[src/serial_status_params.svh]
// Register offsets, field positions, reset value, prescaler width and response codes for the serial status block.
`ifndef SERIAL_STATUS_PARAMS_SVH
`define SERIAL_STATUS_PARAMS_SVH

`define BIT_RATE_OFF 8'h00
`define MODE_OFF 8'h04
`define CONTROL_OFF 8'h08
`define TX_HOLD_OFF 8'h0C
`define STATUS_OFF 8'h10
`define RX_HOLD_OFF 8'h14
`define IRQ_MASK_OFF 8'h18
`define IRQ_STATUS_OFF 8'h1C

`define BIT_RATE_RESET 8'hFF
`define MODE_CKS_LO 0
`define MODE_CKS_HI 1
`define MODE_MP_EN 2
`define MODE_SYNC 7
`define CTRL_RX_EN 4
`define CTRL_TX_EN 5
`define ST_TX_EMPTY 7
`define ST_RX_FULL 6
`define ST_PARITY 3
`define ST_TX_END 2
`define ST_MPB_RX 1
`define ST_MPB_TX 0
`define IRQ_RX_FULL 0
`define IRQ_PARITY 1
`define IRQ_TX_END 2

`define PRESCALE_WIDTH 6
`define RESP_OKAY 2'h0
`define RESP_SLVERR 2'h2

`endif

[src/serial_status_pkg.sv]
// Types shared by the serial status block and its bit rate generator.
package serial_status_pkg;

  // Prescaler choice taken from the two clock-select bits.
  typedef enum logic [1:0] {
    PRE_DIV1 = 2'b00,
    PRE_DIV4 = 2'b01,
    PRE_DIV16 = 2'b10,
    PRE_DIV64 = 2'b11
  } prescale_t;

endpackage

[src/bit_rate_gen.sv]
// Bit rate generator: prescaler plus reloading divider.
`timescale 1ns/10ps
`include "serial_status_params.svh"

module bit_rate_gen (
  input wire logic sys_clk, // System clock.
  input wire logic rst_n, // Asynchronous reset, active low.
  input wire serial_status_pkg::prescale_t prescale_sel, // Clock-select bits.
  input wire logic [7:0] divisor, // Bit rate divisor value N.
  output logic rate_tick // One pulse per N+1 prescaled ticks.
);

  logic [`PRESCALE_WIDTH-1:0] pre_q;
  logic [7:0] count_q;
  logic pre_tick;
  logic tick_q;

  // Returns high when the prescaler has just reached the chosen division.
  function automatic logic prescale_hit(serial_status_pkg::prescale_t sel,
                                        logic [`PRESCALE_WIDTH-1:0] cnt);
    logic hit;
    hit = 1'b1;
    unique case (sel)
      serial_status_pkg::PRE_DIV1: hit = 1'b1;
      serial_status_pkg::PRE_DIV4: hit = (cnt[1:0] == 2'h3);
      serial_status_pkg::PRE_DIV16: hit = (cnt[3:0] == 4'hF);
      serial_status_pkg::PRE_DIV64: hit = (cnt == 6'h3F);
    endcase
    return hit;
  endfunction

  // Free-running prescaler gives system clock divided by 1, 4, 16 or 64.
  always_ff @(posedge sys_clk or negedge rst_n) begin
    if (!rst_n) begin
      pre_q <= '0;
    end else begin
      pre_q <= pre_q + 6'h01;
    end
  end

  assign pre_tick = prescale_hit(prescale_sel, pre_q);

  // Divider counts down and reloads from the divisor, so a new value takes
  // effect at the next reload rather than cutting the current bit short.
  always_ff @(posedge sys_clk or negedge rst_n) begin
    if (!rst_n) begin
      count_q <= '0;
      tick_q <= 1'b0;
    end else begin
      tick_q <= 1'b0;
      if (pre_tick) begin
        if (count_q == 8'h00) begin
          count_q <= divisor;
          tick_q <= 1'b1;
        end else begin
          count_q <= count_q - 8'h01;
        end
      end
    end
  end

  assign rate_tick = tick_q;
endmodule

[src/serial_status.sv]
// Serial unit status flags, multiprocessor bits and bit rate register with AXI4-Lite access.
`timescale 1ns/10ps
`include "serial_status_params.svh"

module serial_status (
  input wire logic sys_clk, // System clock, 10 MHz.
  input wire logic rst_n, // Asynchronous reset, active low.
  input wire logic lowpower_entry, // High while a low-power mode is entered.
  input wire logic [7:0] s_axi_awaddr, // Write address.
  input wire logic s_axi_awvalid, // Write address valid.
  output logic s_axi_awready, // Write address ready.
  input wire logic [31:0] s_axi_wdata, // Write data.
  input wire logic [3:0] s_axi_wstrb, // Write byte strobes.
  input wire logic s_axi_wvalid, // Write data valid.
  output logic s_axi_wready, // Write data ready.
  output logic [1:0] s_axi_bresp, // Write response.
  output logic s_axi_bvalid, // Write response valid.
  input wire logic s_axi_bready, // Write response ready.
  input wire logic [7:0] s_axi_araddr, // Read address.
  input wire logic s_axi_arvalid, // Read address valid.
  output logic s_axi_arready, // Read address ready.
  output logic [31:0] s_axi_rdata, // Read data.
  output logic [1:0] s_axi_rresp, // Read response.
  output logic s_axi_rvalid, // Read data valid.
  input wire logic s_axi_rready, // Read data ready.
  input wire logic rx_done, // Receive shifter finished a character.
  input wire logic [7:0] rx_data, // Received character.
  input wire logic rx_parity_bad, // Character failed its parity check.
  input wire logic rx_mpb, // Multiprocessor bit of the character.
  input wire logic tx_load, // Transmit shifter took the holding register.
  input wire logic tx_last_bit, // Last bit of a character left the shifter.
  output logic [7:0] tx_data, // Transmit holding register.
  output logic tx_mpb, // Multiprocessor bit to append.
  output logic rx_run, // Reception allowed.
  output logic tx_run, // Transmission allowed.
  output logic rate_tick, // Bit rate timing pulse.
  output logic irq // Level interrupt.
);

  logic [7:0] bit_rate_q, mode_q, control_q, rx_hold_q;
  logic tx_empty_q, rx_full_q, parity_q, tx_end_q, mpb_rx_q, mpb_tx_q;
  logic seen_empty_q, seen_full_q, seen_parity_q;
  logic [2:0] irq_mask_q, irq_stat_q, irq_set, irq_clr;
  logic aw_have_q, w_have_q;
  logic [7:0] aw_addr_q;
  logic [31:0] w_data_q, rdata_q;
  logic [3:0] w_strb_q;
  logic bvalid_q, rvalid_q;
  logic [1:0] bresp_q, rresp_q;
  logic wr_fire, rd_fire, wr_lane;
  logic [7:0] wbyte;
  logic rx_en, tx_en, mp_en, sync_mode;
  logic rx_take, empty_clr, full_clr, parity_clr, tx_hold_wr, stat_rd, rx_hold_rd;
  logic set_full, set_parity, set_end;

  // Returns high when the address is one of the mapped registers.
  function automatic logic addr_mapped(logic [7:0] a);
    return a == `BIT_RATE_OFF || a == `MODE_OFF || a == `CONTROL_OFF ||
           a == `TX_HOLD_OFF || a == `STATUS_OFF || a == `RX_HOLD_OFF ||
           a == `IRQ_MASK_OFF || a == `IRQ_STATUS_OFF;
  endfunction

  assign rx_en = control_q[`CTRL_RX_EN];
  assign tx_en = control_q[`CTRL_TX_EN];
  assign mp_en = mode_q[`MODE_MP_EN];
  assign sync_mode = mode_q[`MODE_SYNC];

  // Address and data are caught separately so the master may send either first.
  assign s_axi_awready = !aw_have_q && !bvalid_q;
  assign s_axi_wready = !w_have_q && !bvalid_q;
  assign wr_fire = aw_have_q && w_have_q && !bvalid_q;
  assign wr_lane = w_strb_q[0];
  assign wbyte = w_data_q[7:0];

  always_ff @(posedge sys_clk or negedge rst_n) begin
    if (!rst_n) begin
      aw_have_q <= 1'b0;
      w_have_q <= 1'b0;
      aw_addr_q <= '0;
      w_data_q <= '0;
      w_strb_q <= '0;
    end else begin
      if (s_axi_awvalid && s_axi_awready) begin
        aw_have_q <= 1'b1;
        aw_addr_q <= {s_axi_awaddr[7:2], 2'b00};
      end else if (wr_fire) begin
        aw_have_q <= 1'b0;
      end
      if (s_axi_wvalid && s_axi_wready) begin
        w_have_q <= 1'b1;
        w_data_q <= s_axi_wdata;
        w_strb_q <= s_axi_wstrb;
      end else if (wr_fire) begin
        w_have_q <= 1'b0;
      end
    end
  end

  // Write response, one cycle after both halves are present.
  always_ff @(posedge sys_clk or negedge rst_n) begin
    if (!rst_n) begin
      bvalid_q <= 1'b0;
      bresp_q <= `RESP_OKAY;
    end else if (wr_fire) begin
      bvalid_q <= 1'b1;
      bresp_q <= addr_mapped(aw_addr_q) ? `RESP_OKAY : `RESP_SLVERR;
    end else if (s_axi_bready) begin
      bvalid_q <= 1'b0;
    end
  end

  assign s_axi_bvalid = bvalid_q;
  assign s_axi_bresp = bresp_q;

  // Read channel answers one cycle after the address is taken.
  assign s_axi_arready = !rvalid_q;
  assign rd_fire = s_axi_arvalid && s_axi_arready;

  always_ff @(posedge sys_clk or negedge rst_n) begin
    if (!rst_n) begin
      rvalid_q <= 1'b0;
      rresp_q <= `RESP_OKAY;
      rdata_q <= '0;
    end else if (rd_fire) begin
      rvalid_q <= 1'b1;
      rresp_q <= addr_mapped({s_axi_araddr[7:2], 2'b00}) ? `RESP_OKAY : `RESP_SLVERR;
      unique case ({s_axi_araddr[7:2], 2'b00})
        `BIT_RATE_OFF: rdata_q <= {24'h000000, bit_rate_q};
        `MODE_OFF: rdata_q <= {24'h000000, mode_q};
        `CONTROL_OFF: rdata_q <= {24'h000000, control_q};
        `TX_HOLD_OFF: rdata_q <= {24'h000000, tx_data};
        `STATUS_OFF: rdata_q <= {24'h000000, tx_empty_q, rx_full_q, 2'b00, parity_q,
                                 tx_end_q, mpb_rx_q, mpb_tx_q};
        `RX_HOLD_OFF: rdata_q <= {24'h000000, rx_hold_q};
        `IRQ_MASK_OFF: rdata_q <= {29'h0000000, irq_mask_q};
        `IRQ_STATUS_OFF: rdata_q <= {29'h0000000, irq_stat_q};
        default: rdata_q <= '0;
      endcase
    end else if (s_axi_rready) begin
      rvalid_q <= 1'b0;
    end
  end

  assign s_axi_rvalid = rvalid_q;
  assign s_axi_rresp = rresp_q;
  assign s_axi_rdata = rdata_q;

  // Side effects of accesses on the flags.
  assign stat_rd = rd_fire && ({s_axi_araddr[7:2], 2'b00} == `STATUS_OFF);
  assign rx_hold_rd = rd_fire && ({s_axi_araddr[7:2], 2'b00} == `RX_HOLD_OFF);
  assign tx_hold_wr = wr_fire && wr_lane && aw_addr_q == `TX_HOLD_OFF;
  assign empty_clr = wr_fire && wr_lane && aw_addr_q == `STATUS_OFF &&
                     !wbyte[`ST_TX_EMPTY] && seen_empty_q;
  assign full_clr = (wr_fire && wr_lane && aw_addr_q == `STATUS_OFF &&
                     !wbyte[`ST_RX_FULL] && seen_full_q) || rx_hold_rd;
  assign parity_clr = wr_fire && wr_lane && aw_addr_q == `STATUS_OFF &&
                      !wbyte[`ST_PARITY] && seen_parity_q;

  // A flag only counts as read at one once a status read saw it set.
  always_ff @(posedge sys_clk or negedge rst_n) begin
    if (!rst_n) begin
      seen_empty_q <= 1'b0;
      seen_full_q <= 1'b0;
      seen_parity_q <= 1'b0;
    end else begin
      if (stat_rd) begin
        seen_empty_q <= tx_empty_q;
        seen_full_q <= rx_full_q;
        seen_parity_q <= parity_q;
      end else if (wr_fire && aw_addr_q == `STATUS_OFF) begin
        seen_empty_q <= 1'b0;
        seen_full_q <= 1'b0;
        seen_parity_q <= 1'b0;
      end
    end
  end

  // Plain software registers; the divisor also reloads on low-power entry.
  always_ff @(posedge sys_clk or negedge rst_n) begin
    if (!rst_n) begin
      bit_rate_q <= `BIT_RATE_RESET;
      mode_q <= '0;
      control_q <= '0;
      tx_data <= '0;
      irq_mask_q <= '0;
      mpb_tx_q <= 1'b0;
    end else begin
      if (lowpower_entry) begin
        bit_rate_q <= `BIT_RATE_RESET;
      end else if (wr_fire && wr_lane && aw_addr_q == `BIT_RATE_OFF) begin
        bit_rate_q <= wbyte;
      end
      if (wr_fire && wr_lane && aw_addr_q == `MODE_OFF) begin
        mode_q <= wbyte;
      end
      if (wr_fire && wr_lane && aw_addr_q == `CONTROL_OFF) begin
        control_q <= wbyte;
      end
      if (tx_hold_wr) begin
        tx_data <= wbyte;
      end
      if (wr_fire && wr_lane && aw_addr_q == `IRQ_MASK_OFF) begin
        irq_mask_q <= wbyte[2:0];
      end
      if (wr_fire && wr_lane && aw_addr_q == `STATUS_OFF) begin
        mpb_tx_q <= wbyte[`ST_MPB_TX];
      end
    end
  end

  // Receive side. With the receiver off nothing is taken, so flags change only by clearing.
  assign rx_take = rx_done && rx_en && !parity_q;
  assign set_full = rx_take && !rx_parity_bad;
  assign set_parity = rx_take && rx_parity_bad;

  always_ff @(posedge sys_clk or negedge rst_n) begin
    if (!rst_n) begin
      rx_hold_q <= '0;
      rx_full_q <= 1'b0;
      parity_q <= 1'b0;
      mpb_rx_q <= 1'b0;
    end else begin
      if (rx_take) begin
        rx_hold_q <= rx_data;
      end
      if (rx_take && mp_en && !sync_mode) begin
        mpb_rx_q <= rx_mpb;
      end
      // Setting beats a clear arriving in the same cycle.
      if (set_full) begin
        rx_full_q <= 1'b1;
      end else if (full_clr) begin
        rx_full_q <= 1'b0;
      end
      if (set_parity) begin
        parity_q <= 1'b1;
      end else if (parity_clr) begin
        parity_q <= 1'b0;
      end
    end
  end

  // Transmit side flags; both rise and stay up while the transmitter is off.
  assign set_end = !tx_en || (tx_last_bit && tx_empty_q);

  always_ff @(posedge sys_clk or negedge rst_n) begin
    if (!rst_n) begin
      tx_empty_q <= 1'b1;
      tx_end_q <= 1'b1;
    end else begin
      if (!tx_en || tx_load) begin
        tx_empty_q <= 1'b1;
      end else if (empty_clr || tx_hold_wr) begin
        tx_empty_q <= 1'b0;
      end
      if (set_end) begin
        tx_end_q <= 1'b1;
      end else if (empty_clr || tx_hold_wr) begin
        tx_end_q <= 1'b0;
      end
    end
  end

  // A parity error stalls the receiver, and in synchronous mode both sides.
  assign rx_run = rx_en && !parity_q;
  assign tx_run = tx_en && !(sync_mode && parity_q);
  assign tx_mpb = mpb_tx_q && mp_en && !sync_mode && tx_en;

  // Interrupt status is sticky, cleared by writing one; set wins over a clear.
  assign irq_set = {set_end && !tx_end_q, set_parity, set_full};
  assign irq_clr = wbyte[2:0] & {3{wr_fire && wr_lane && aw_addr_q == `IRQ_STATUS_OFF}};

  always_ff @(posedge sys_clk or negedge rst_n) begin
    if (!rst_n) begin
      irq_stat_q <= '0;
    end else begin
      irq_stat_q <= irq_set | (irq_stat_q & ~irq_clr);
    end
  end
  assign irq = |(irq_stat_q & irq_mask_q);

  // The divider sees the async rate as clock/(4^n*(N+1)); the shifter takes
  // the remaining factor of 64 as oversampling.
  bit_rate_gen u_rate (
    .sys_clk(sys_clk),
    .rst_n(rst_n),
    .prescale_sel(serial_status_pkg::prescale_t'(mode_q[`MODE_CKS_HI:`MODE_CKS_LO])),
    .divisor(bit_rate_q),
    .rate_tick(rate_tick)
  );
endmodule

[config.mk]
export PLATFORM = sky130hd
export DESIGN_NAME = serial_status
export DESIGN_NICKNAME = d
export VERILOG_FILES = /design/src/serial_status_pkg.sv /design/src/bit_rate_gen.sv /design/src/serial_status.sv
export VERILOG_INCLUDE_DIRS = /design/src /design/src/src
export SDC_FILE = /design/constraint.sdc
export NUM_CORES = 1
export LEC_CHECK = 0
export BUFFER_PORTS_ARGS = -buffer_cell sky130_fd_sc_hd__buf_2
export CAP_MARGIN = 20
export CORE_ASPECT_RATIO = 0.9
export CORE_MARGIN = 4
export CORE_UTILIZATION = 30
export DETAILED_ROUTE_END_ITERATION = 10
export GPL_TIMING_DRIVEN = 1
export PLACE_DENSITY = 0.58
export RECOVER_POWER = 50
export SLEW_MARGIN = 0
export SYNTH_ARGS = -nofsm -noshare
export SYNTH_HDL_FRONTEND = slang
export SYNTH_SLANG_ARGS = --single-unit
[constraint.sdc]
create_clock -name sys_clk -period 2.2 [get_ports sys_clk]
set_input_delay 0.11 -clock sys_clk [delete_from_list [all_inputs] [get_ports sys_clk]]
set_output_delay 0.11 -clock sys_clk [all_outputs]
set_load 0.01 [all_outputs]
======== Yosys cells after proc, flatten, opt, wreduce, memory -nomap -nowiden ========
Index checks and enable logic that the tools add are counted.
operators by class
  add/subtract/negate cells ............... 2
  eq/ne operators ......................... 20
  multiplexer cells ....................... 27
  bitwise logic cells ..................... 5
  reduce and logical (&&, ||, !) cells .... 84
operators with widths
  kind                                                                 count
  8-bit one-hot mux with 8 select lines                                1
  6-bit by 3-bit == test with 1-bit output (second input constant)     8
  1-bit logical AND                                                    38
  6-bit by 2-bit == test with 1-bit output (second input constant)     4
  8-bit two-way mux                                                    3
  1-bit two-way mux                                                    20
  2-bit nonzero test                                                   10
  1-bit logical OR                                                     18
  8-bit logical NOT                                                    2
  1-bit logical NOT                                                    13
  6-bit by 1-bit == test with 1-bit output (second input constant)     2
  3-bit AND                                                            3
  8-bit by 1-bit subtractor with 8-bit output (second input constant)  1
  6-bit by 1-bit adder with 6-bit output (second input constant)       1
  2-bit == test (second input constant)                                3
  6-bit == test (second input constant)                                1
  6-bit logical NOT                                                    1
  4-bit == test (second input constant)                                1
  2-bit two-way mux                                                    2
  1-bit one-hot mux with 4 select lines                                1
  3-bit inverter                                                       1
  3-bit bitwise OR                                                     1
  3-bit OR reduction                                                   1
  2-bit by 1-bit == test with 1-bit output (second input constant)     1
  2-bit logical NOT                                                    1
storage, ports and cells
  bits in registers ....................... 125
  input bits .............................. 73
  output and inout bits ................... 54

======== Longest topological paths before layout ========
  depth in word-level cells ............... 9
  gate-level depth with buffers ........... 7
  depth with buffers taken out ............ 6

======== Cells and area by module ========
Synthesis repeated with hierarchy kept, for this count alone.
second synthesis, totals
  cells, all modules ...................... 407
  area total of the unflattened synthesis .. 4853.4 sq um
modules (own cells, without submodules)
  module         instances  cells each  area an instance (sq um)
  serial_status  1          329         4018.9
  bit_rate_gen   1          78          834.6

======== Worst setup path after synthesis ========
Ideal clock, no wire load.
  path type ............................... flip-flop to flip-flop
  start ................................... register bvalid_q, in the netlist s_axi_bvalid
  end ..................................... register mode_q[0]
  arrival ................................. 1.695 ns
  required time ........................... 2.075 ns
  path slack .............................. 0.380 ns
  stages on the path, launching flop included .. 5
  buffers on the path ..................... 0
  period minus slack after synthesis ...... 1.820 ns
  cell sequence ........................... dfrtp_1 -> nand3b_4 -> or3_4 -> nor3_4 -> mux2_2
on the way
  word-level cells in the longest chain between the ends .. 4
ends and longest elaborated chain
  element                             RTL line              RTL
  start, declared                     serial_status.sv:48   logic bvalid_q, rvalid_q;
  start signal, assigned              serial_status.sv:102  bvalid_q <= 1'b0;
  start signal, assigned              serial_status.sv:105  bvalid_q <= 1'b1;
  start signal, assigned              serial_status.sv:108  bvalid_q <= 1'b0;
  1-bit logical NOT                   serial_status.sv:71   assign wr_fire = aw_have_q && w_have_q && !bvalid_q;
  1-bit logical AND                   serial_status.sv:71
  1-bit logical AND                   serial_status.sv:193  if (wr_fire && wr_lane && aw_addr_q == `MODE_OFF) begin
  1-bit logical AND (no source line)  n/a
  end signal, assigned                serial_status.sv:194  mode_q <= wbyte;
  end, declared                       serial_status.sv:40   logic [7:0] bit_rate_q, mode_q, control_q, rx_hold_q;
Every way passes these cells.
A chain may end at the register's enable or synchronous reset.

======== Final worst setup path ========
  start ................................... register u_rate.count_q[0]
  end ..................................... register u_rate.count_q[0]
on the way
  word-level cells in the longest chain between the ends .. 2
  elaborated cells between the ends (all ways) .. 3
ends and longest elaborated chain
  element                                                                           RTL line                                RTL
  start, declared                                                                   bit_rate_gen.sv:14                      logic [7:0] count_q;
  start signal, assigned                                                            bit_rate_gen.sv:53                      count_q <= divisor;
  start signal, assigned                                                            bit_rate_gen.sv:56                      count_q <= count_q - 8'h01;
  8-bit by 1-bit subtractor with 8-bit output or 8-bit logical NOT (tied branches)  bit_rate_gen.sv:56, bit_rate_gen.sv:52
  8-bit two-way mux *                                                               bit_rate_gen.sv:52                      if (count_q == 8'h00) begin
Every way passes the cells marked *; elsewhere a longest branch is shown, timed or not.

==> results_dict.tcl <==
set metrics [dict create \
    crit_type "reg -> reg" \
    coreArea_mm2 0.0155 \
    ctsResizeCount 0 \
    hpwl_um 8600 \
    grt.overflow.total 0 \
    synth_top_area_share_pct 46.6 \
    nets 575 \
    max_freq_mhz 500 \
    power_frac_comb_pct 27.1 \
    start_kind "register" \
    hp-class "in -> reg" \
    cts_sinks 99 \
    max-clock-path-buffers 2 \
    synth_top_family_by_area "multiplexers" \
    p_switching_mw 2.13 \
    first_iter_violations 158 \
    swShare_pct 33.6 \
    max-cap-violations 0 \
    totalWireLength_um 11500 \
    clk_pin_slew_worst_paths_ps 70 \
    slowest_delay_ps 580 \
    period_share_pct 90.9 \
    drc 0 \
    via_count 3386 \
    critPathSlowestCell "or4b_1" \
    h-tree-depth 3 \
    diodes 0 \
    clkLatencyLatePin_ps 350 \
    yosys.area_share.xor_xnor_pct 0.732 \
    async_flop_share_pct 100 \
    antenna_found_initial 0 \
    wl_per_cell_um 16.2 \
    power_per_cell_area_mw_per_mm2 1080 \
    syn-cell-area_mm2 0.00478 \
    drive_above_1_share_pct 35.3 \
    synth_area_leaders "dfrtp_1 (47%), mux2_2 (13%), dfstp_2 (5.5%)" \
    leakagePower_nw 2.72 \
    placed_cell_area_mm2 0.00534 \
    ctsRootBufferMaster "clkbuf_16" \
    yosys.area_share.simple_pct 13.5 \
    grt_pass1_wl_um 18100 \
    synthMuxAreaShare_pct 18.3 \
    setup_tns_ps 0 \
    place_inst 663 \
    fin_hold_ws_ps 11.1 \
    synth-seq-cells 99 \
    final.min_clock_period_ps 2000 \
    start_util_pct 30.8 \
    ys.flop_type "dfrtp_1" \
    crit_chain "inv_1, ha_1, or4b_1, nor2_1, nor3_1, a311o_1" \
    synth_compound_area_share_pct 8.24 \
    critPathArrivalTime_ps 2230 \
    dr.pass1.iters 5 \
    rows 43 \
    rsz0062_at_grt "no" \
    synth_edf_count 0 \
    vdd_ir_drop_max_mv 0.582 \
    io_buffers 69 \
    synth_area_leader_cell "dfrtp_1" \
    fill_cells 1540 \
    die-area_mm2 0.0180 \
    worstPathRequired_ps 2430 \
    ant_nets 0 \
    grt_max_degree 52 \
    routed_via_density 4.80 \
    cts_hold_buf 27 \
    die_h_um 128 \
    fin_cells 706 \
    p_int_mw 4.21 \
    path_max_fanout 8 \
    yosysUniqueCellTypes 62 \
    synth_cells 393 \
    finalWeightedCongestion 0.826 \
    cts_tree "built" \
    area_growth_pct 23.1 \
    io_pins 127 \
    clock-skew-final_ps 8.29 \
    maxSlewHeadroom_pct 46.7 \
    pwr-share-seq_pct 47.3 \
    ys_seq_area_share_pct 52.1 \
    cts_inserted_buffers 9 \
    grt_pass1_vias 3333 \
    hold_viol 0 \
    slew_violations 0 \
    yosysWarnings 0 \
    postCtsSetupBuffers 0 \
    multi_input_area_mm2 0.00209 \
    avgSynthCellArea_um2 12.2 \
    finalSetupViolCount 0 \
    p_clk_share_pct 25.7 \
    status "completed" \
    end_kind "register" \
    grt_use_total_pct 12.9 \
    regArea_mm2 0.00249 \
    finalInstanceArea_mm2 0.00589 \
    worst_pin_slew_ps 799 \
    die_w_um 141 \
    synthAdderAreaFrac_pct 0.785 \
]
## final cells by class
| cell class | instances | area share (%) |
|---|---|---|
| Sequential cell | 99 | 42.3 |
| Multi-Input combinational cell | 267 | 35.5 |
| Timing Repair Buffer | 108 | 11.7 |
| Clock buffer | 11 | 4.29 |
| Tap cell | 202 | 4.29 |
| Clock inverter | 5 | 0.999 |
| Inverter | 14 | 0.893 |
## flip-flops by register name, indices dropped and copies added, names as in the netlist, 3 cells and up
| register | cells |
|---|---|
| aw_addr_q | 6 |
| bit_rate_q | 8 |
| control_q | 8 |
| irq_mask_q | 3 |
| irq_stat_q | 3 |
| mode_q | 8 |
| rx_hold_q | 8 |
| s_axi_rdata | 8 |
| tx_data | 8 |
| u_rate.count_q | 8 |
| u_rate.pre_q | 6 |
| w_data_q | 8 |
## cells in the final DEF (no fill, tap or decap), drive strengths merged, types with 2 or more instances in the layout
| cell type | instances |
|---|---|
| mux4 | 11 |
| conb | 26 |
| a21oi | 18 |
| nor2 | 19 |
| or4b | 2 |
| dfstp | 10 |
| a22oi | 5 |
| xnor2 | 2 |
| nand2 | 30 |
| buf | 68 |
| nor2b | 2 |
| nor4 | 2 |
| nor3 | 17 |
| o21ai | 18 |
| nand3b | 3 |
| a32oi | 2 |
| nand2b | 5 |
| dlygate4sd3 | 27 |
| o22ai | 2 |
| inv | 15 |
| nand3 | 4 |
| nor4b | 2 |
| clkinvlp | 2 |
| nor3b | 4 |
| mux2 | 55 |
| xor2 | 2 |
| and3b | 2 |
| and3 | 5 |
| clkbuf | 24 |
| a221o | 3 |
| ha | 3 |
| or3 | 3 |
| dfrtp | 89 |
## worst paths after layout
path | start | endpoint | slack, ps | cells after the start
setup / recovery | u_rate.count_q[0] | u_rate.count_q[0] | 200 | 6
hold / removal | s_axi_wvalid | w_have_q | 10 | 3
setup reg to reg | u_rate.count_q[0] | u_rate.count_q[0] | 200 | 6
hold reg to reg | u_rate.pre_q[0] | u_rate.pre_q[0] | 460 | 1
max in group asynchronous | rst_n | mode_q[0] | 600 | 3
min in group asynchronous | rst_n | mode_q[6] | 390 | 2
## critical path, delay by kind of cell, from the launching register on
family          cells  cell delay (ps)
simple gates        3              950
flops               1              390
compound gates      1              280
buf+inv             1              110
fa+ha+maj           1              150
## Yosys cell counts, types with 5 or more instances
| library cell | n |
|---|---|
| nand2_1 | 30 |
| nor2_1 | 18 |
| mux2_2 | 55 |
| and3_1 | 5 |
| dfrtp_1 | 89 |
| dfstp_2 | 10 |
| buf_4 | 26 |
| mux4_2 | 11 |
| nor3_1 | 15 |
| a22oi_1 | 5 |
| clkbuf_1 | 7 |
| o21ai_0 | 18 |
| a21oi_1 | 18 |
| inv_1 | 14 |
## metrics by stage
stage	utilization, %	power, mW	setup WS (ps)
after floorplan	-	4.08	380
after global placement	34.3	4.64	262
after detailed placement	34.3	4.73	217
after CTS	38.1	6.42	209
after global routing	37.9	6.73	111
final	37.9	6.35	200
## power by group through the flow
stage,registers (mW),logic [mW],clock network (mW)
after floorplan,2.80,1.28,0
after global placement,2.99,1.65,0
after detailed placement,3.02,1.71,0
after CTS,3.00,1.75,1.67
after global routing,3.09,1.90,1.74
final,3.00,1.72,1.63
## cells by family after synthesis
| family | after synthesis |
|---|---|
| AOI/OAI and AO/OA | 61 |
| xor gates and xnor gates | 4 |
| adders and majority gates | 3 |
| buffers and inverters | 52 |
| DFF | 99 |
| muxes | 67 |
| other | 1 |
| and+or+nand+nor | 106 |
## layer usage
metal / vias up / track usage, % / routed length (um)
met5: - / 0 / 0
met4: 0 / 3.48 / 116
met3: 8 / 3.58 / 799
met2: 128 / 18.9 / 5090
met1: 1660 / 18.9 / 5460
li1: 1590 / - / -
No activity file was read; power rests on OpenSTA's default activity.
